<file path="config.mk">
export PLATFORM = sky130hd
export DESIGN_NAME = dpc_decoder
export DESIGN_NICKNAME = d
export VERILOG_FILES = /design/src/hw/dpc_pkg.sv /design/src/hw/dpc_slot_store.sv /design/src/hw/dpc_decoder.sv
export VERILOG_INCLUDE_DIRS = /design/src /design/src/hw
export SDC_FILE = /design/constraint.sdc
export NUM_CORES = 1
export LEC_CHECK = 0
export BUFFER_PORTS_ARGS = -buffer_cell sky130_fd_sc_hd__clkbuf_2
export CAP_MARGIN = 0
export CELL_PAD_IN_SITES_DETAIL_PLACEMENT = 1
export CELL_PAD_IN_SITES_GLOBAL_PLACEMENT = 1
export CORE_MARGIN = 2
export CORE_UTILIZATION = 47
export DETAILED_ROUTE_END_ITERATION = 16
export GPL_TIMING_DRIVEN = 1
export HOLD_SLACK_MARGIN = 0.1
export PLACE_DENSITY_LB_ADDON = 0.1
export SLEW_MARGIN = 20
export SYNTH_ARGS = -nofsm -noshare
export SYNTH_HDL_FRONTEND = slang
export SYNTH_SLANG_ARGS = --single-unit
</file>
<file path="constraint.sdc">
create_clock -name sys_clk -period 6.1 [get_ports sys_clk]
set_clock_uncertainty 0.15 [all_clocks]
set_input_delay 0.61 -clock sys_clk [delete_from_list [all_inputs] [get_ports sys_clk]]
set_output_delay 0.61 -clock sys_clk [all_outputs]
set_load 0.02 [all_outputs]
</file>
<file path="src/hw/dpc_consts.svh">
/*
  Constants of the serial potentiometer command decoder: frame layout,
  opcodes, bit counts and timing.
  Assumes a 25 MHz system clock and a serial clock well below a quarter of it.
*/
`ifndef DPC_CONSTS_SVH
`define DPC_CONSTS_SVH

// Identification byte fields.
`define DPC_TYPE_HI 7
`define DPC_TYPE_LO 4
`define DPC_ID_ZERO 3
`define DPC_ADDR_HI 2
`define DPC_ADDR_LO 1
`define DPC_RW_BIT 0
// Arbitrary device type code.
`define DPC_DEVICE_TYPE 4'h3

// Instruction byte fields and codes.
`define DPC_NIB_HI 7
`define DPC_NIB_LO 4
`define DPC_PTR_HI 3
`define DPC_PTR_LO 2
`define DPC_LOW_HI 1
`define DPC_LOW_LO 0
`define DPC_OP_RD_WIPER 8'h80
`define DPC_OP_WR_WIPER 8'hA0
`define DPC_OP_STATUS 8'h41
`define DPC_NIB_SLOT_RD 4'hA
`define DPC_NIB_SLOT_WR 4'hC
`define DPC_NIB_TO_WIPER 4'hC
`define DPC_NIB_TO_SLOT 4'hE
`define DPC_LOW_ZERO 2'h0

// Frame bit counts.
`define DPC_BITS_ID 6'h08
`define DPC_BITS_INSTR 6'h10
`define DPC_BITS_HI 6'h18
`define DPC_BITS_FULL 6'h20

// Timing.
`define DPC_CLK_MHZ 25
`define DPC_NV_WRITE_US 10000
`define DPC_WIPER_DELAY_NS 1000
`define DPC_NV_WRITE_CYC (`DPC_NV_WRITE_US * `DPC_CLK_MHZ)
`define DPC_WIPER_DELAY_CYC ((`DPC_WIPER_DELAY_NS * `DPC_CLK_MHZ + 999) / 1000)

`endif

</file>
<file path="src/hw/dpc_pkg.sv">
/*
  Types of the serial potentiometer command decoder.
  Assumes the constants header is compiled alongside.
*/
package dpc_pkg;

  typedef enum logic [2:0]
  {
    DPC_PH_IDLE = 3'h0,
    DPC_PH_ID = 3'h1,
    DPC_PH_INSTR = 3'h3,
    DPC_PH_DATA = 3'h2,
    DPC_PH_IGNORE = 3'h6
  } dpc_phase_type;

  typedef enum logic [2:0]
  {
    DPC_CMD_NONE = 3'h0,
    DPC_CMD_RD_WIPER = 3'h1,
    DPC_CMD_WR_WIPER = 3'h2,
    DPC_CMD_RD_SLOT = 3'h3,
    DPC_CMD_WR_SLOT = 3'h4,
    DPC_CMD_TO_WIPER = 3'h5,
    DPC_CMD_TO_SLOT = 3'h6,
    DPC_CMD_RD_STATUS = 3'h7
  } dpc_cmd_type;

  typedef struct packed
  {
    logic en;
    logic [1:0] addr;
    logic [9:0] data;
  } dpc_slot_write_type;

endpackage

</file>
<file path="src/hw/dpc_slot_store.sv">
/*
  Four stored wiper slots with one write port and a registered read port.
  Assumes the owner holds the read address steady for two clocks before use.
*/
module dpc_slot_store
#(
  parameter int WIDTH = 10,
  parameter int DEPTH = 4
)
(
  // Clock.
  input wire logic sys_clk,
  // Write port.
  input wire logic wr_en,
  input wire logic [$clog2(DEPTH)-1:0] wr_addr,
  input wire logic [WIDTH-1:0] wr_data,
  // Read port.
  input wire logic [$clog2(DEPTH)-1:0] rd_addr,
  output logic [WIDTH-1:0] rd_data
);

  logic [WIDTH-1:0] cells [DEPTH];

  always_ff @(posedge sys_clk)
  begin
    if (wr_en)
    begin
      cells[wr_addr] <= wr_data;
    end
  end

  always_ff @(posedge sys_clk)
  begin
    rd_data <= cells[rd_addr];
  end

endmodule

</file>
<file path="src/hw/dpc_decoder.sv">
/*
  Serial command decoder of a single digital potentiometer: frames the
  serial stream, decodes seven instructions, keeps the wiper register and
  the nonvolatile write timer, and drives the wiper tap output.
  Assumes the serial pins come from outside this clock domain and that the
  serial clock half period spans at least four system clocks.
*/
`include "dpc_consts.svh"

module dpc_decoder
#(
  parameter int NV_WRITE_CYCLES = `DPC_NV_WRITE_CYC,
  parameter int WIPER_DELAY_CYCLES = `DPC_WIPER_DELAY_CYC,
  parameter logic [3:0] DEVICE_TYPE = `DPC_DEVICE_TYPE
)
(
  // Clock and reset.
  input wire logic sys_clk,
  input wire logic rst,
  // Serial link pins.
  input wire logic cs_n_pin,
  input wire logic sck_pin,
  input wire logic si_pin,
  output logic so_out,
  output logic so_oe,
  // Strap and protect pins.
  input wire logic [1:0] slave_addr_pin,
  input wire logic write_protect_n_pin,
  // Potentiometer side.
  output logic [9:0] wiper_latch,
  output logic write_busy
);

  import dpc_pkg::*;

  localparam int NV_W = $clog2(NV_WRITE_CYCLES + 1);
  localparam int WD_W = $clog2(WIPER_DELAY_CYCLES + 1);

  logic [2:0] cs_meta;
  logic [2:0] cs_sync;
  logic cs_prev;
  logic sck_prev;
  logic cs_fall;
  logic cs_rise;
  logic sck_rise;
  logic sck_fall;
  logic [1:0] addr_sync;
  logic wp_n_sync;
  dpc_phase_type phase;
  dpc_phase_type next_phase;
  dpc_cmd_type cmd;
  dpc_cmd_type next_cmd;
  logic rw;
  logic [5:0] bit_count;
  logic [5:0] next_count;
  logic [7:0] in_shift;
  logic [7:0] next_shift;
  logic [1:0] data_hi;
  logic [9:0] rx_data;
  logic [1:0] slot_ptr;
  logic frame_complete;
  logic [1:0] load_pend;
  logic [15:0] out_shift;
  logic [9:0] wiper_position_reg;
  logic wiper_load;
  logic [WD_W-1:0] tap_count;
  logic [NV_W-1:0] nv_count;
  logic write_status_reg;
  logic recall_pend;
  logic recall_wait;
  logic exec;
  logic nv_allowed;
  dpc_slot_write_type slot_wr;
  logic [1:0] rd_addr;
  logic [9:0] rd_data;

  // Two-stage synchronisers; bit order is chip select, clock, data.
  always_ff @(posedge sys_clk or posedge rst)
  begin
    if (rst)
    begin
      cs_meta <= 3'h0;
      cs_sync <= 3'h0;
    end
    else
    begin
      cs_meta <= {cs_n_pin, sck_pin, si_pin};
      cs_sync <= cs_meta;
    end
  end

  // Edge history; select history starts low so no frame begins until a real fall.
  always_ff @(posedge sys_clk or posedge rst)
  begin
    if (rst)
    begin
      cs_prev <= 1'b0;
      sck_prev <= 1'b0;
    end
    else
    begin
      cs_prev <= cs_sync[2];
      sck_prev <= cs_sync[1];
    end
  end

  assign cs_fall = ~cs_sync[2] & cs_prev;
  assign cs_rise = cs_sync[2] & ~cs_prev;
  assign sck_rise = cs_sync[1] & ~sck_prev;
  assign sck_fall = ~cs_sync[1] & sck_prev;

  // Address straps and write protect are slow levels from pins.
  logic [2:0] strap_meta;
  always_ff @(posedge sys_clk or posedge rst)
  begin
    if (rst)
    begin
      strap_meta <= 3'h0;
      addr_sync <= 2'h0;
      wp_n_sync <= 1'b0;
    end
    else
    begin
      strap_meta <= {slave_addr_pin, write_protect_n_pin};
      addr_sync <= strap_meta[2:1];
      wp_n_sync <= strap_meta[0];
    end
  end

  assign next_shift = {in_shift[6:0], cs_sync[0]};
  assign next_count = (bit_count == `DPC_BITS_FULL) ? bit_count : bit_count + 6'h01;

  // Instruction decode from the direction bit and instruction byte.
  always_comb
  begin
    next_cmd = DPC_CMD_NONE;
    if (next_shift == `DPC_OP_RD_WIPER && rw)
    begin
      next_cmd = DPC_CMD_RD_WIPER;
    end
    else if (next_shift == `DPC_OP_WR_WIPER && !rw)
    begin
      next_cmd = DPC_CMD_WR_WIPER;
    end
    else if (next_shift == `DPC_OP_STATUS && rw)
    begin
      next_cmd = DPC_CMD_RD_STATUS;
    end
    else if (next_shift[`DPC_LOW_HI:`DPC_LOW_LO] == `DPC_LOW_ZERO)
    begin
      case (next_shift[`DPC_NIB_HI:`DPC_NIB_LO])
        `DPC_NIB_SLOT_RD:
          next_cmd = rw ? DPC_CMD_RD_SLOT : DPC_CMD_NONE;
        `DPC_NIB_SLOT_WR:
          next_cmd = rw ? DPC_CMD_TO_WIPER : DPC_CMD_WR_SLOT;
        `DPC_NIB_TO_SLOT:
          next_cmd = rw ? DPC_CMD_NONE : DPC_CMD_TO_SLOT;
        default:
          next_cmd = DPC_CMD_NONE;
      endcase
    end
  end

  // Frame phase after the current rising serial clock.
  always_comb
  begin
    next_phase = phase;
    case (phase)
      DPC_PH_ID:
        if (next_count == `DPC_BITS_ID)
        begin
          if (next_shift[`DPC_TYPE_HI:`DPC_TYPE_LO] == DEVICE_TYPE
              && !next_shift[`DPC_ID_ZERO]
              && next_shift[`DPC_ADDR_HI:`DPC_ADDR_LO] == addr_sync)
          begin
            next_phase = DPC_PH_INSTR;
          end
          else
          begin
            next_phase = DPC_PH_IGNORE;
          end
        end
      DPC_PH_INSTR:
        if (next_count == `DPC_BITS_INSTR)
        begin
          next_phase = (next_cmd == DPC_CMD_NONE) ? DPC_PH_IGNORE : DPC_PH_DATA;
        end
      DPC_PH_DATA:
        next_phase = DPC_PH_DATA;
      DPC_PH_IGNORE:
        next_phase = DPC_PH_IGNORE;
      default:
        next_phase = DPC_PH_IDLE;
    endcase
  end

  // Framing: a select fall restarts, a high select ends the frame.
  always_ff @(posedge sys_clk or posedge rst)
  begin
    if (rst)
    begin
      phase <= DPC_PH_IDLE;
      bit_count <= 6'h00;
      in_shift <= 8'h00;
    end
    else if (cs_sync[2])
    begin
      phase <= DPC_PH_IDLE;
    end
    else if (cs_fall)
    begin
      phase <= DPC_PH_ID;
      bit_count <= 6'h00;
    end
    else if (sck_rise && phase != DPC_PH_IDLE && phase != DPC_PH_IGNORE)
    begin
      in_shift <= next_shift;
      bit_count <= next_count;
      phase <= next_phase;
    end
  end

  // Captured fields of the frame.
  always_ff @(posedge sys_clk or posedge rst)
  begin
    if (rst)
    begin
      rw <= 1'b0;
      cmd <= DPC_CMD_NONE;
      slot_ptr <= 2'h0;
      data_hi <= 2'h0;
      rx_data <= 10'h000;
      frame_complete <= 1'b0;
    end
    else if (cs_fall)
    begin
      cmd <= DPC_CMD_NONE;
      frame_complete <= 1'b0;
    end
    else if (sck_rise && phase != DPC_PH_IDLE && phase != DPC_PH_IGNORE)
    begin
      if (phase == DPC_PH_ID && next_count == `DPC_BITS_ID)
      begin
        rw <= next_shift[`DPC_RW_BIT];
      end
      if (phase == DPC_PH_INSTR && next_count == `DPC_BITS_INSTR)
      begin
        cmd <= next_cmd;
        slot_ptr <= next_shift[`DPC_PTR_HI:`DPC_PTR_LO];
        frame_complete <= (next_cmd == DPC_CMD_TO_WIPER
                           || next_cmd == DPC_CMD_TO_SLOT);
      end
      if (phase == DPC_PH_DATA && next_count == `DPC_BITS_HI)
      begin
        data_hi <= next_shift[1:0];
      end
      if (phase == DPC_PH_DATA && bit_count == `DPC_BITS_FULL - 6'h01)
      begin
        rx_data <= {data_hi, next_shift};
        frame_complete <= 1'b1;
      end
    end
  end

  assign exec = cs_rise & frame_complete;
  assign nv_allowed = wp_n_sync & ~write_status_reg;

  // Power-up recall of slot zero: one clock for the read, one to load.
  always_ff @(posedge sys_clk or posedge rst)
  begin
    if (rst)
    begin
      recall_pend <= 1'b1;
      recall_wait <= 1'b1;
    end
    else
    begin
      recall_wait <= 1'b0;
      if (!recall_wait)
      begin
        recall_pend <= 1'b0;
      end
    end
  end

  assign rd_addr = recall_pend ? 2'h0 : slot_ptr;

  // Wiper register: recall, host write, or transfer from a slot.
  always_ff @(posedge sys_clk or posedge rst)
  begin
    if (rst)
    begin
      wiper_position_reg <= 10'h000;
      wiper_load <= 1'b0;
    end
    else
    begin
      wiper_load <= 1'b0;
      if (recall_pend && !recall_wait)
      begin
        wiper_position_reg <= rd_data;
        wiper_load <= 1'b1;
      end
      else if (exec && cmd == DPC_CMD_WR_WIPER)
      begin
        wiper_position_reg <= rx_data;
        wiper_load <= 1'b1;
      end
      else if (exec && cmd == DPC_CMD_TO_WIPER)
      begin
        wiper_position_reg <= rd_data;
        wiper_load <= 1'b1;
      end
    end
  end

  // Tap output follows the wiper register after the response delay.
  always_ff @(posedge sys_clk or posedge rst)
  begin
    if (rst)
    begin
      tap_count <= '0;
      wiper_latch <= 10'h000;
    end
    else if (wiper_load)
    begin
      tap_count <= WD_W'(WIPER_DELAY_CYCLES);
    end
    else if (tap_count != '0)
    begin
      tap_count <= tap_count - WD_W'(1);
      if (tap_count == WD_W'(1))
      begin
        wiper_latch <= wiper_position_reg;
      end
    end
  end

  // Slot writes start on the select rise that ends a complete write.
  always_comb
  begin
    slot_wr.en = 1'b0;
    slot_wr.addr = slot_ptr;
    slot_wr.data = rx_data;
    if (exec && nv_allowed && cmd == DPC_CMD_WR_SLOT)
    begin
      slot_wr.en = 1'b1;
    end
    else if (exec && nv_allowed && cmd == DPC_CMD_TO_SLOT)
    begin
      slot_wr.en = 1'b1;
      slot_wr.data = wiper_position_reg;
    end
  end

  // Write-in-progress timer covering the nonvolatile write time.
  always_ff @(posedge sys_clk or posedge rst)
  begin
    if (rst)
    begin
      nv_count <= '0;
      write_status_reg <= 1'b0;
    end
    else if (slot_wr.en)
    begin
      nv_count <= NV_W'(NV_WRITE_CYCLES);
      write_status_reg <= 1'b1;
    end
    else if (nv_count != '0)
    begin
      nv_count <= nv_count - NV_W'(1);
      if (nv_count == NV_W'(1))
      begin
        write_status_reg <= 1'b0;
      end
    end
  end

  assign write_busy = write_status_reg;

  dpc_slot_store
  #(
    .WIDTH(10),
    .DEPTH(4)
  )
  u_store
  (
    .sys_clk(sys_clk),
    .wr_en(slot_wr.en),
    .wr_addr(slot_wr.addr),
    .wr_data(slot_wr.data),
    .rd_addr(rd_addr),
    .rd_data(rd_data)
  );

  // Read data is loaded two clocks after the instruction byte ends.
  always_ff @(posedge sys_clk or posedge rst)
  begin
    if (rst)
    begin
      load_pend <= 2'h0;
    end
    else
    begin
      load_pend <= {load_pend[0],
                    sck_rise && phase == DPC_PH_INSTR && next_count == `DPC_BITS_INSTR};
    end
  end

  // Serial output: leading zero bits then the data word, changing on falling clock.
  always_ff @(posedge sys_clk or posedge rst)
  begin
    if (rst)
    begin
      out_shift <= 16'h0000;
      so_out <= 1'b0;
    end
    else if (load_pend[1])
    begin
      case (cmd)
        DPC_CMD_RD_WIPER:
          out_shift <= {6'h00, wiper_position_reg};
        DPC_CMD_RD_SLOT:
          out_shift <= {6'h00, rd_data};
        DPC_CMD_RD_STATUS:
          out_shift <= {15'h0000, write_status_reg};
        default:
          out_shift <= 16'h0000;
      endcase
    end
    else if (sck_fall && phase == DPC_PH_DATA)
    begin
      so_out <= out_shift[15];
      out_shift <= {out_shift[14:0], 1'b0};
    end
  end

  // Output driven only during the data part of a selected read.
  always_ff @(posedge sys_clk or posedge rst)
  begin
    if (rst)
    begin
      so_oe <= 1'b0;
    end
    else
    begin
      so_oe <= !cs_sync[2] && phase == DPC_PH_DATA
               && (cmd == DPC_CMD_RD_WIPER || cmd == DPC_CMD_RD_SLOT
                   || cmd == DPC_CMD_RD_STATUS);
    end
  end

endmodule

</file>
* Word-level counts from Yosys, hierarchy flattened
Memory sizes are Yosys's and may differ from the RTL's. A register that Yosys moved wholly into a read port is not among the register bits.
Index checks and enable logic that the tools add are counted.
** Word-level totals
- Bits in registers :: 116
- RAM bits :: 40
- Output and inout bits :: 13
- Word-level logic and storage cells :: 181
- Memories kept :: 1
** Cells by class
- Add/sub/neg operators :: 3
- Equality and inequality tests :: 31
- Mux-type cells :: 49
- Bitwise operators :: 14
- Reductions and logical operators :: 55
** Memory list
- u_store.cells :: words 4, width 10, rd ports 1, clocked after memory_dff 1, wr ports 1, line dpc_slot_store.sv:22 : logic [WIDTH-1:0] cells [DEPTH];
** Operators with widths (number)
- two-way mux 10 bit :: 5
- two-way mux 3 bit :: 15
- two-way mux 18 bit :: 2
- two-way mux 16 bit :: 2
- one-hot mux 10 bit (3 select lines) :: 1
- logical AND 1 bit :: 22
- equality test 3 bit (second input constant) :: 7
- AND reduction 3 bit :: 7
- equality test 18 x 1 -> 1 bit (second input constant) :: 1
- equality test 6 x 5 -> 1 bit (second input constant) :: 3
- two-way mux 6 bit :: 3
- nonzero test 18 bit :: 1
- subtractor 18 x 1 -> 18 bit (second input constant) :: 1
- equality test 8 bit (second input constant) :: 2
- two-way mux 1 bit :: 15
- equality test 3 x 2 -> 1 bit (second input constant) :: 4
- equality test 4 bit (second input constant) :: 3
- one-hot mux 3 bit (4 select lines) :: 1
- nonzero test 2 bit :: 6
- nonzero test 3 bit :: 4
- two-way mux 5 bit :: 2
- AND reduction 2 bit :: 5
- one-hot mux 3 bit (3 select lines) :: 1
- equality test 8 x 7 -> 1 bit (second input constant) :: 1
- 19 further kinds :: 38

* Longest topological paths before layout
Gate-level depths: netlist of run 1.
- Word-level depth :: 13
- Gate-level depth with buffers :: 9

* Modules after synthesis
From an unflattened synthesis of run 1, not the netlist that was laid out.
** Second synthesis, totals
- Cells, all modules :: 574
- Area total of the unflattened synthesis :: 7183.1 µm²
** Modules (own cells, without submodules)
- dpc_decoder :: times used 1, cells each 508, area an instance 5509.0 µm²
- dpc_slot_store :: times used 1, cells each 66, area an instance 1674.1 µm²

* Worst setup path before layout of run 1
OpenSTA, ideal clock, no wires.
- Path type :: flip-flop to flip-flop
- Start :: register bit_count[0]
- End :: register slot_ptr[0]
- Arrival :: 2.187 ns
- Setup slack :: 3.638 ns
- Stages on the path, launching flop included :: 8
- Period minus slack after synthesis :: 2.462 ns
- Path through :: dfrtp_1 > ha_1 > a21o_1 > a311oi_1 > o2111ai_2 > or3_1 > buf_6 > mux2_4
** Between the ends
- Cells in the longest elaborated chain, start to end :: 5
** Ends and longest elaborated chain
- start: declaration :: line dpc_decoder.sv:54 : logic [5:0] bit_count;
- start signal: assignment :: line dpc_decoder.sv:218 : bit_count <= next_count;
- adder 6 x 1 -> 6 bit / equality test 6 bit (equally long branches)
- two-way mux 6 bit * :: line dpc_decoder.sv:131 : assign next_count = (bit_count == `DPC_BITS_FULL) ? bit_count : bit_count + 6'h01;
- equality test 6 x 5 -> 1 bit (no source line) *
- logical AND 1 bit (no source line) *
- AND reduction 3 bit (no source line) *
- end signal: assignment :: line dpc_decoder.sv:249 : slot_ptr <= next_shift[`DPC_PTR_HI:`DPC_PTR_LO];
- end: declaration :: line dpc_decoder.sv:60 : logic [1:0] slot_ptr;
Mark *: on every way between the ends. The rest lies on a longest branch, timed or not.
A chain may end at the register's enable or synchronous reset.

* Worst setup path in the final report of run 1
Ends and elaborated chain as after synthesis.

==> results by stage, run 1 <==
Outcome:
- The run finished with clean final reports.

Detailed routing:
- After detailed routing, the number of remaining DRC violations is 0.
- The via count of the routed design is slightly below 5000.
- The wire length per cell is ~19 µm.
- The wire length after detailed routing is 16400 µm.
- The initial detailed-routing violation count is ~310.
- The post-route antenna net violation count is 0.
- The number of vias per cell after detailed routing is 5.62.
- The detailed-router iteration count before antenna repair is 4.

Global routing:
- The first global-routing pass estimated approximately 28000 µm of wire.
- Global routing consumed, over all layers together, 21.6% of the routing resources.
- The via count of the first global-routing pass came to 5217.
- Entering global routing, the biggest net connects 71 pins.
- The overflow left after global routing is 0.
- The number of antenna violations at the first check in global routing came to 0.

Layout:
- The register with the most flip-flops in the final layout is u_store.cells.
- The count of antenna diodes in the layout is 0.
- The number of nets in the layout is 660.
- The fraction of final layout cells with drive strength greater than 1 is between 10% and 20%.
- The area growth from synthesis to layout is 11.5%.
- The largest registers in the layout are u_store.cells x40, nv_count x18, out_shift x16.
- The number of flip-flops under the largest register name is 40.

Power:
- The design draws ~2300 µW.
- Of the total power, registers draw between 50% and 60%.
- The relative contribution of the clock network to total power is 47.4%.
- The part of the power in combinational logic is between 1.5 and 2%.
- The internal portion of total power is 1740 µW.
- The switching part of the total is a little under a quarter.
- For this design the ratio of total power to cell area is approximately 280 nW/µm².
- The power dissipated by switching net loads is 540 µW.
- The highest ir drop seen on vdd is around 0.23 mV.
- For this design the static power due to leakage is between 0.003 and 0.004 µW.

Timing:
- The transition time of the tightest slew-check pin is 0.978 ns.
- The smallest clock period supported by the final layout is computed as around 2.7 ns.
- Setup violations remaining at the end of the flow were counted as 0.
- The part of the cycle the worst path needs is ~45%.
- The count of pins over their slew limit came to 0.
- In this run the tightest slew margin relative to its limit is around 35%.
- The hold violation total from the final report came to 0.
- Derived from the worst setup path, the maximum achievable clock frequency is around 370 MHz.
- After routing, the total negative slack on setup checks comes to 0 ns.
- Setup repair after global routing left no endpoint under its margin.

Logic synthesis:
- Summed over all instances, the cell type with the most area after synthesis is dfrtp_1.
- The commonest cells after synthesis are dfrtp_1, nand2_1, nor2_1.
- Among all flip-flop cells after synthesis, the most frequent one is dfrtp_1.
- In the post-synthesis netlist, the biggest area contributors are dfrtp_1, edfxtp_1, mux2_2.
- The register area share after synthesis is about three fifths.
- Counting flops with an async set or reset pin after synthesis yields a share of 69.9%.
- The gate count after technology mapping is 630.
- The netlist uses between 60 and 70 different library cells.
- The number of synthesized flops with an enable pin is 40.
- The number of storage elements in the synthesis netlist is about 170.
- The synthesized area per cell is 11.8 µm².
- The Yosys warning count is 0.
- The area fraction of the dominant cell type after synthesis is between 30% and 40%.
- After synthesis the cells add up to 7410 µm².
- The net count after synthesis is 645.
- In the post-synthesis netlist, the cell with the most instances is dfrtp_1.

Setup path:
- Of all nets on the critical path, the largest fanout is 8.
- The required time at the endpoint of the critical path is ~6.3 ns.
- The element type at the critical path start is a flip-flop.
- The endpoint class of the critical path is a flip-flop.
- The setup path with the least slack is of type flip-flop to flip-flop.
- The arrival time at the worst endpoint is about 2.9 ns.

CTS:
- The clock reaches the later pin of the worst-skew pair after approximately 0.43 ns.
- The largest buffer count on any clock path is 2.
- The number of clock sinks is 166.
- Once the clock tree was built, the resizer swapped 0 gates to a different size.
- Once the clock tree was built, the setup fixing pass inserted 0 buffers.
- The number of hold buffers added after CTS was 0.
- TritonCTS built the clock tree.
- After clock tree synthesis, the clock-pin slew on the worst setup and hold paths is 0.07 ns.
- The clock tree synthesis step divided the H-tree into 4 levels.
- Buffers inserted during clock tree synthesis total 17.
- The master cell of the clock root buffer is clkbuf_16.

Die:
- The floorplan step set the die height to between 100 and 150 µm.
- The die is 130 µm wide.
- The die area is 16800 µm².
- The total number of placement rows is 45.
- The effective utilization at floorplan is between 40% and 50%.
- The count of boundary I/O pins is 21.
- After floorplanning, the core was sized to cover 15300 µm².

Job:
- The number of maximum-capacitance violations is 0.

Placed design:
- The final HPWL from detailed placement is around 11000 µm.
- At the end of routability-driven placement, the weighted congestion stood at 0.782.
- In this run the tool buffered the top-level ports with 20 buffer cells.

Hold path:
- The min-delay analysis places its worst path in the category input pin to asynchronous set/reset pin.
==> worst max-delay path, stage by stage, from the launching register on <==
cell and delay [ns]:
dfrtp_1 0.47, ha_1 0.33, a21o_1 0.18, a311oi_1 0.40, o2111ai_2 0.21, or3_1 0.53, mux2_4 0.33
==> final timing paths <==
| path | end | from | slack (ns) | depth (start not counted) |
|---|---|---|---|---|
| worst max-delay path | slot_ptr[0]$_DFFE_PP0P_ | bit_count[0]$_DFFE_PP0P_ | 3.39 | 6 |
| worst min-delay path | so_oe$_DFF_PP0_ | rst | 0.09 | 2 |
| worst max register to register | slot_ptr[0]$_DFFE_PP0P_ | bit_count[0]$_DFFE_PP0P_ | 3.39 | 6 |
| worst min register to register | cs_sync[0]$_DFF_PP0_ | cs_meta[0]$_DFF_PP0_ | 0.20 | 0 |
| max in group asynchronous | so_out$_DFFE_PP0P_ | rst | 4.38 | 3 |
| min in group sys_clk | strap_meta[2]$_DFF_PP0_ | slave_addr_pin[1] | 0.13 | 1 |
==> layout make-up <==
cell class / instances / area, µm²
multi-input cells: 416 / 2880
fillers: 1585 / 7040
flip-flops and latches: 166 / 4310
well taps: 211 / 264
inverters: 17 / 66.3
clock buffers: 17 / 425
repair buffers: 27 / 153
clock inverters: 15 / 180
==> layer usage <==
| layer | GRT usage (%) | wire length [µm] | part of all wire, % | vias to the layer above |
|---|---|---|---|---|
| met5 | 0 | 0 | 0 | - |
| met4 | 6.51 | 172 | 1.1 | 0 |
| met3 | 4.87 | 559 | 3.4 | 12 |
| met2 | 34.7 | 7810 | 48 | 73 |
| met1 | 29.4 | 7810 | 48 | 2513 |
| li1 | - | - | - | 2288 |
==> power by group through the flow <==
stage | clock network [µW] | logic, µW | registers, µW
after detailed placement | 0 | 41.8 | 1180
after global routing | 1160 | 47.5 | 1160
final | 1080 | 41.1 | 1160
after floorplan | 0 | 37.6 | 1170
after global placement | 0 | 40.6 | 1180
after CTS | 1110 | 42.6 | 1160
==> layout by cell type, fill, tap and decap left out, types with 3 or more instances in the layout <==
cell / instances
mux2i_1: 37
dfxtp_1: 10
nand2b_1: 7
nor4_1: 6
a21oi_1: 27
clkbuf_2: 20
o21ai_0: 30
inv_6: 5
dfrtp_1: 114
nand2_1: 59
nor3b_1: 5
clkbuf_16: 17
nor2_1: 53
and3_1: 6
clkinv_8: 3
ha_1: 7
inv_1: 16
mux2_2: 40
nand3_1: 11
o21a_1: 3
xnor2_1: 13
nor2b_1: 3
nor3_1: 9
edfxtp_1: 40
inv_8: 3
o22a_1: 10
or3_1: 6
a211oi_1: 4
nand4_1: 4
o31a_1: 6
xor2_1: 9
o22ai_1: 13
buf_4: 7
a32oi_1: 3
nand4b_1: 3
==> metrics by stage <==
| stage | instances | area, µm² | utilization (%) | setup WS [ns] | hold WS [ns] |
|---|---|---|---|---|---|
| global route | 869 | 8270 | 54.0 | 3.07 | 0.102 |
| detailed placement | 837 | 7660 | 50.0 | 3.37 | 0.186 |
| global placement | 837 | 7660 | 50.0 | 3.49 | 0.183 |
| CTS | 869 | 8270 | 54.0 | 3.38 | 0.105 |
| floorplan | 630 | 7410 | - | 2.27 | 0.181 |
| finish | 869 | 8270 | 54.0 | 3.39 | 0.0915 |
==> cell families (layout without fill, tap and decap cells) <==
family | Yosys count | in the layout | synth area share, %
and+or+nand+nor | 194 | 194 | 13.4
DFF | 166 | 166 | 58.1
AOI/OAI and AO/OA | 113 | 113 | 9.94
muxes | 79 | 79 | 11.5
buffers and inverters | 48 | 76 | 3.24
xor gates and xnor gates | 22 | 22 | 2.60
adders and majority gates | 7 | 7 | 1.18
other | 1 | 1 | 0.0506
(Power assumes the default switching activity.)
==> run 2, diff against run 1 <==
- ABC_AREA: default -> 1
- clock period: 6.1 -> 2.8 ns (I/O delays scaled with it)
==> results by stage, run 2 <==
Outcome:
- The flow ran to the end, and the final reports show no timing, DRC or antenna violations.

Power:
- The total leakage power is 0.00373 µW (+5.0%).
- The highest ir drop seen on vdd is 0.450 mV (+94%).
- The cell area power density was 602 nW/µm² (+120%).
- The internal portion of total power was 3930 µW (+130%).
- The part of the power in combinational logic is 2.3% (+0.5 points).
- The power dissipated by switching net loads came to 1060 µW (+96%).
- The portion of total power attributed to sequential cells is 50.3% (-0.5 points).
- The relative contribution of the clock network to total power is 47.4% (about the same).
- The switching part of the total came to 21.2% (-2.4 points).

Logic synthesis:
- The Yosys warning count is 0 (unchanged).
- The net count after synthesis came to 805 (+25%).
- Yosys attributes the largest share of cell area to dfrtp_1, edfxtp_1, nand2_1.
- The share of flip-flops with an asynchronous set or reset after synthesis came to 69.9% (unchanged).
- The area fraction of the dominant cell type after synthesis was 39.2% (+0.75 points).
- The gate count after technology mapping is 790 (+25%).
- The cell area after synthesis is 7270 µm² (-1.9%).
- The most used flip-flop cell after synthesis is dfrtp_1.
- The most area-hungry cell type in the Yosys netlist is dfrtp_1.
- The synthesized area per cell is 9.21 µm² (-22%).
- The number of storage elements in the synthesis netlist came to 166 (unchanged).
- Counting instances in the post-synthesis netlist gives the leading cell types as nand2_1, dfrtp_1, nor2_1.
- The number of synthesized flops with an enable pin is 40 (unchanged).
- The distinct cell type count after synthesis is 40 (-41%).
- The register area share after synthesis is 59.2% (+1.1 points).
- The most numerous cell in the Yosys netlist is nand2_1.

Timing:
- The count of pins over their slew limit is 0 (unchanged).
- The post-route minimum period is 2.17 ns (-0.545 ns).
- Setup repair after global routing left no endpoint under its margin.
- The transition time of the tightest slew-check pin is 0.661 ns (-0.317 ns).
- The tightest slew margin relative to the limit came to 55.8% (+21 points).
- The hold violation total from the final report is 0 (unchanged).
- The final number of setup-violating endpoints came to 0 (unchanged).
- The fmax is 461 MHz (+25%).
- The sum of negative setup slack is 0 ns (unchanged).
- The part of the cycle the worst path needs is 77.5% (+33 points).

Layout:
- Leaving out fill and tap cells, the most frequent cells in the layout are nand2_1, dfrtp_1, nor2_1.
- The top register by number of flip-flops is u_store.cells.
- The count of antenna diodes in the layout is 0 (unchanged).
- The leading cell type in the layout, fill and taps excluded is nand2_1.
- In the final layout, the registers with the most flip-flops are u_store.cells x40, nv_count x18, out_shift x16.
- The fraction of final layout cells with drive strength greater than 1 is 10.0% (-8.1 points).
- The number of filler instances in the final layout is 1740 (+9.8%).
- The finished layout cell area was 8290 µm² (+0.18%).
- The number of flip-flops under the largest register name is 40 (unchanged).
- Compared with the post-synthesis result, the final layout area differs by 13.9%.
- The number of nets in the layout is 841 (+27%).

CTS:
- The clock tree from TritonCTS is done.
- The number of resized instances in the post-cts repair step is 0 (unchanged).
- The number of buffers inserted by hold repair at cts was 7 (+7).
- The number of clock sinks came to 166 (unchanged).
- The buffers inserted during post-CTS setup optimization is 0 (unchanged).
- The number of levels in the clock H-tree is 4 (unchanged).
- The number of buffers created by CTS is 17 (unchanged).
- The clock transition at the registers of the reported paths is 0.06 ns (about the same).
- The insertion delay of the later-clocked pin in the worst-skew pair is 0.43 ns (about the same).
- The largest buffer count on any clock path is 2 (unchanged).
- In this run the clock root is driven by a clkbuf_16.

Placed design:
- The number of I/O port buffers is 20 (unchanged).
- The final HPWL from detailed placement is 12500 µm (+13%).
- The placed standard-cell area is 7610 µm² (-0.73%).
- The final estimated routing congestion in global placement is 0.891 (+14%).

Detailed routing:
- The detailed-router iteration count before antenna repair is 4 (unchanged).
- The number of vias per cell after detailed routing is 5.51 (-1.9%).
- The wire length after detailed routing is 17900 µm (+9.3%).
- The initial detailed-routing violation count was 320 (+2.2%).
- The post-route antenna net violation count is 0 (unchanged).
- The wire length per cell is 17.4 µm (-7.5%).
- The remaining design rule violation count is 0 (unchanged).
- The via count of the routed design is 5663 (+16%).

Setup path:
- Following the worst setup path forward leads to its endpoint at frame_complete$_DFFE_PP0P_.
- By startpoint and endpoint, the worst setup path is classified as flip-flop to flip-flop.
- The number of cells traversed by the worst register-to-register path is 11 (+5).
- The worst setup path is captured at a flip-flop.
- The arrival time at the worst endpoint is 2.33 ns (-0.55 ns).
- The reg-to-reg critical path endpoint is frame_complete$_DFFE_PP0P_.
- The required time at the endpoint of the critical path came to 2.96 ns (-3.30 ns).
- STA classifies the critical path startpoint as a flip-flop.
- The highest fanout seen on the critical path is 5 (-3).
- In this run the critical register-to-register path is launched from bit_count[0]$_DFFE_PP0P_.
- The slack of the worst reg-to-reg path came to 0.63 ns (-2.76 ns).
- The launching instance or port of the critical path is bit_count[0]$_DFFE_PP0P_.

Global routing:
- The number of antenna violations at the first check in global routing came to 0 (unchanged).
- The aggregate global-route resource usage is 23.4% (+1.8 points).
- The maximum number of pins on one net before global-route repair is 56 (-21%).
- The first-pass GRT wire length is 29900 µm (+8.8%).
- The overflow left after global routing is 0 (unchanged).
- The via count of the first global-routing pass is 6034 (+16%).

Job:
- The number of maximum-capacitance violations came to 0 (unchanged).

Die:
- The total number of placement rows is 45 (unchanged).
- The area of the core region is 15100 µm² (-1.1%).
- The die area came to 16500 µm² (-1.9%).
- The vertical die dimension is 128 µm (-0.94%).
- The effective utilization at floorplan was 48.0% (-0.40 points).
- The width of the die is 128 µm (-0.94%).
- The count of boundary I/O pins is 21 (unchanged).

Hold path:
- The hold path startpoint is cs_meta[0]$_DFF_PP0_.
- The class of the tightest hold or removal check is flip-flop to flip-flop.
run 2: cell types whose count changed after synthesis, moves of 10 or more:
cell,previous run,this run
nor2_1,53,93
inv_1,17,88
o21ai_1,0,10
mux2_2,40,0
nand2_1,59,162
o22a_1,10,0
mux2i_1,37,0
o211ai_1,1,12
o32ai_1,0,11
o21ai_0,30,76
nand3_1,11,38
run 2: worst min path at each step:
stage                                    endpoint  slack, ns  cells past startpoint
after floorplan              cs_meta[0]$_DFF_PP0_       0.16                      0
after global placement    strap_meta[2]$_DFF_PP0_       0.14                      2
after detailed placement  strap_meta[2]$_DFF_PP0_       0.15                      2
after CTS                    cs_sync[0]$_DFF_PP0_       0.20                      0
after global routing         cs_sync[1]$_DFF_PP0_       0.21                      0
final                        cs_sync[0]$_DFF_PP0_       0.20                      0
run 2: cell families after synthesis:
group                    count (synthesis)  synth area share (%)
other                                    1                0.0516
AND/OR/NAND/NOR                        339                  20.1
flip-flops                             166                  59.2
AO/OA/AOI/OAI                          155                  12.3
adder cells (fa/ha/maj)                  7                  1.20
buffers and inverters                  113                  6.11
XOR/XNOR                                 9                  1.08
run 2: area by class of cell:
type                    count  area [µm²]  share of cell area (%)
multi-input cells         511        2520                    30.4
clock buffers              23         522                    6.30
well taps                 188         235                    2.84
clock inverters             9        86.3                    1.04
inverters                  92         349                    4.21
flip-flops and latches    166        4310                    52.0
repair buffers             38         265                    3.20
run 2: metrics by stage:
stage | utilization [%] | setup WS (ns) | cells | power (µW) | hold slack [ns]
floorplan | - | 0.365 | 790 | 2620 | 0.161
global placement | 50.2 | 0.779 | 988 | 2660 | 0.144
detailed placement | 50.2 | 0.635 | 988 | 2670 | 0.154
CTS | 54.7 | 0.622 | 1027 | 5030 | 0.201
global route | 54.7 | 0.411 | 1027 | 5140 | 0.209
finish | 54.7 | 0.630 | 1027 | 4990 | 0.198
run 2: routing by layer:
| layer | vias up | wire length (µm) | track usage (%) |
|---|---|---|---|
| li1 | 2708 | - | - |
| met1 | 2840 | 7820 | 28.9 |
| met2 | 87 | 9070 | 40.9 |
| met3 | 28 | 563 | 4.41 |
| met4 | 0 | 416 | 9.05 |
| met5 | - | 0 | 0 |
run 2: power by group through the flow:
stage | Combinational (µW) | Clock (µW) | Sequential [µW]
floorplan | 72.5 | 0 | 2550
global placement | 108 | 0 | 2550
detailed placement | 111 | 0 | 2560
CTS | 119 | 2400 | 2510
global route | 133 | 2490 | 2510
finish | 116 | 2370 | 2510
run 2: worst max-delay path, stage by stage, from the launching register on:
cell and delay, ns:
dfrtp_1 0.43, ha_1 0.26, nand3_1 0.13, nand2_1 0.06, nand2_1 0.11, nand3_1 0.14, nor2_2 0.15, nand3_2 0.17
nand2_1 0.11, nand2_1 0.12, nand2_1 0.11, nand3_1 0.09
==> run 3, diff against run 2 <==
- CORE_UTILIZATION: 47 -> 44
- clock period: 2.8 -> 1.8 ns (I/O delays scaled with it)
==> results by stage, run 3 (synthesis gave the netlist of run 2 again) <==
Layout:
- The footprint of the multi-input gates is 3090 µm² (+23%).
- The count of antenna diodes in the layout is 0 (unchanged).
- The number of nets in the layout is 954 (+13%).
- Leaving out fill and tap cells, the most frequent cell in the layout is nand2_1.
- In the layout the commonest cells are nand2_1, dfrtp_1, buf_4.
- The number of flip-flops under the largest register name is 40 (unchanged).
- More flip-flops sit in one register than any other, and that register is u_store.cells.
- The register area is 4320 µm² (+0.20%).
- The fraction of final layout cells with drive strength greater than 1 was 33.2% (+23 points).
- In the final layout, the registers with the most flip-flops are u_store.cells x40, nv_count x18, out_shift x16.
- Compared with the post-synthesis result, the final layout area differs by 36.3%.
- The end-of-flow core utilization came to 60.6% (+5.9 points).
- The number of filler instances in the final layout is 1875 (+7.8%).

Global routing:
- The via count of the first global-routing pass came to 6566 (+8.8%).
- The overflow left after global routing was 0 (unchanged).
- The first-pass GRT wire length is 33000 µm (+10%).
- The aggregate global-route resource usage is 23.8% (+0.42 points).
- The number of antenna violations at the first check in global routing was 0 (unchanged).
- The maximum number of pins on one net before global-route repair is 117 (+110%).

Power:
- The cell area power density is 778 nW/µm² (+29%).
- The total chip power is 7710 µW (+55%).
- The part of the power in combinational logic was 3.3% (+1.0 points).
- The total leakage power was 0.00442 µW (+18%).
- The power dissipated by switching net loads is 1880 µW (+78%).
- The portion of total power attributed to sequential cells is 50.6% (+0.3 points).
- The switching part of the total is 24.4% (+3.2 points).
- The highest ir drop seen on vdd was 0.728 mV (+62%).
- The internal portion of total power was 5830 µW (+48%).
- The relative contribution of the clock network to total power came to 46.1% (-1.3 points).

CTS:
- The tree is rooted in a clkbuf_16.
- TritonCTS built the clock tree.
- The number of clock sinks is 166 (unchanged).
- The largest buffer count on any clock path is 2 (unchanged).
- The clock transition at the registers of the reported paths is 0.07 ns (about the same).
- The number of levels in the clock H-tree is 4 (unchanged).
- The number of buffers created by CTS was 17 (unchanged).
- The insertion delay of the later-clocked pin in the worst-skew pair was 0.43 ns (about the same).

Detailed routing:
- The wire length per cell is 19.6 µm (+12%).
- The remaining design rule violation count was 0 (unchanged).
- The post-route antenna net violation count is 0 (unchanged).
- The wire length after detailed routing is 22900 µm (+28%).
- The initial detailed-routing violation count is 360 (+13%).
- The via count of the routed design is 6327 (+12%).
- The detailed-router iteration count before antenna repair came to 4 (unchanged).
- The number of vias per cell after detailed routing came to 5.40 (-2.1%).

Timing:
- Setup repair after global routing could not meet its margin everywhere.
- The worst hold-check slack is 0.200 ns (+0.00219 ns).
- The hold violation total from the final report came to 0 (unchanged).
- The sum of negative setup slack is -8.59 ns (-8.59 ns).
- The final critical-path setup slack is -0.175 ns (-0.805 ns).
- The fmax is 506 MHz (+9.9%).
- The transition time of the tightest slew-check pin came to 0.638 ns (-0.0229 ns).
- The tightest slew margin relative to the limit was 57.5% (+1.6 points).
- The post-route minimum period was 1.97 ns (-0.195 ns).
- The part of the cycle the worst path needs is 110% (+32 points).
- The final number of setup-violating endpoints came to 116 (+116).
- The count of pins over their slew limit is 0 (unchanged).

Die:
- The count of boundary I/O pins is 21 (unchanged).
- The area of the core region is 16300 µm² (+7.9%).
- The vertical die dimension came to 133 µm (+3.3%).
- The width of the die is 133 µm (+3.3%).
- The die area is 17600 µm² (+6.6%).
- The total number of placement rows is 47 (+4.4%).
- The effective utilization at floorplan is 44.5% (-3.5 points).

Setup path:
- The largest stage delay on the critical path is 0.45 ns (+0.02 ns).
- Traced cell by cell, the critical path runs through buf_6 -> nand3_2 -> nand2_1 -> nand2_1 -> nand2_2 -> nor2_4 -> nand3_4 -> nand2_4 -> nand2_4 -> nand2_1 -> nand3_1.
- The element type at the critical path start is a flip-flop.
- The required time at the endpoint of the critical path was 1.95 ns (-1.01 ns).
- The kind of cell with the highest combined delay along the critical path is simple AND/OR/NAND/NOR gates.
- The startpoint-to-endpoint class of the critical path is flip-flop to flip-flop.
- The highest fanout seen on the critical path is 4 (-1).
- The arrival time at the worst endpoint is 2.13 ns (-0.20 ns).
- The number of buffer and inverter stages on the critical path is 1 (+1).
- The number of cells traversed by the worst register-to-register path is 11 (unchanged).
- The most numerous cell type found on the critical path is nand2_1.
- The endpoint class of the critical path is a flip-flop.
- The logic depth of the worst path, buffers included is 11 (unchanged).
- The standard cell with the maximum stage delay on the critical path is dfrtp_2.

Placed design:
- The final estimated routing congestion in global placement is 0.851 (-4.6%).
- The worst slack after detailed placement is -0.168 ns (-0.803 ns).
- The final HPWL from detailed placement is 13400 µm (+7.5%).
- The number of I/O port buffers was 20 (unchanged).

Outcome:
- The flow ran to the end, but the final reports show violations.
- The checks that failed: setup timing.

Hold path:
- The worst hold path stage count was 0 (unchanged).
- The min-delay analysis places its worst path in the category flip-flop to flip-flop.

Job:
- The number of maximum-capacitance violations came to 0 (unchanged).
## run 3: layout make-up
cell class / count / share of cell area, %
sequential: 166 / 43.5
multi-input combinational: 512 / 31.2
timing repair buffer: 150 / 13.1
clock buffer: 18 / 4.43
inverter: 92 / 3.61
tap: 220 / 2.78
clock inverter: 14 / 1.31
## run 3: worst paths after layout
| kind | from | to | slack [ns] |
|---|---|---|---|
| hold / removal | load_pend[0]$_DFF_PP0_ | load_pend[1]$_DFF_PP0_ | 0.20 |
| min in group asynchronous | rst | nv_count[6]$_DFFE_PP0P_ | 0.31 |
| setup reg to reg | bit_count[0]$_DFFE_PP0P_ | frame_complete$_DFFE_PP0P_ | -0.17 |
| setup / recovery | bit_count[0]$_DFFE_PP0P_ | frame_complete$_DFFE_PP0P_ | -0.17 |
| max in group asynchronous | rst | phase[0]$_DFFE_PP0P_ | 0.67 |
| hold reg to reg | load_pend[0]$_DFF_PP0_ | load_pend[1]$_DFF_PP0_ | 0.20 |
## run 3: power groups by stage
stage	registers (µW)	logic [µW]	clock network (µW)
global placement	3970	184	0
floorplan	3970	113	0
detailed placement	3970	191	0
finish	3900	256	3560
CTS	3900	228	3580
global route	3900	282	3730
## run 3: repair_timing
item                                    in CTS  in global routing
pin swaps                                   29                 36
hold buffers                                 7                  0
hold endpoints to repair                   120                  0
setup buffers                               22                 31
resized for setup                           87                148
cloned                                       3                  7
endpoints found under the setup margin     116                161
## run 3: per-layer routing
| layer | global-route usage, % | part of all wire (%) | vias to the layer above |
|---|---|---|---|
| met3 | 3.14 | 2.6 | 40 |
| met1 | 29.7 | 40 | 3233 |
| li1 | - | - | 2937 |
| met4 | 7.59 | 2.4 | 0 |
| met2 | 42.9 | 55 | 117 |
| met5 | 0 | 0 | - |
## run 3: per-stage QoR
step                cells  area, µm²
finish               1172       9910
global route         1172       9910
CTS                  1141       9240
detailed placement   1077       8140
global placement     1077       8140
floorplan             790       7310
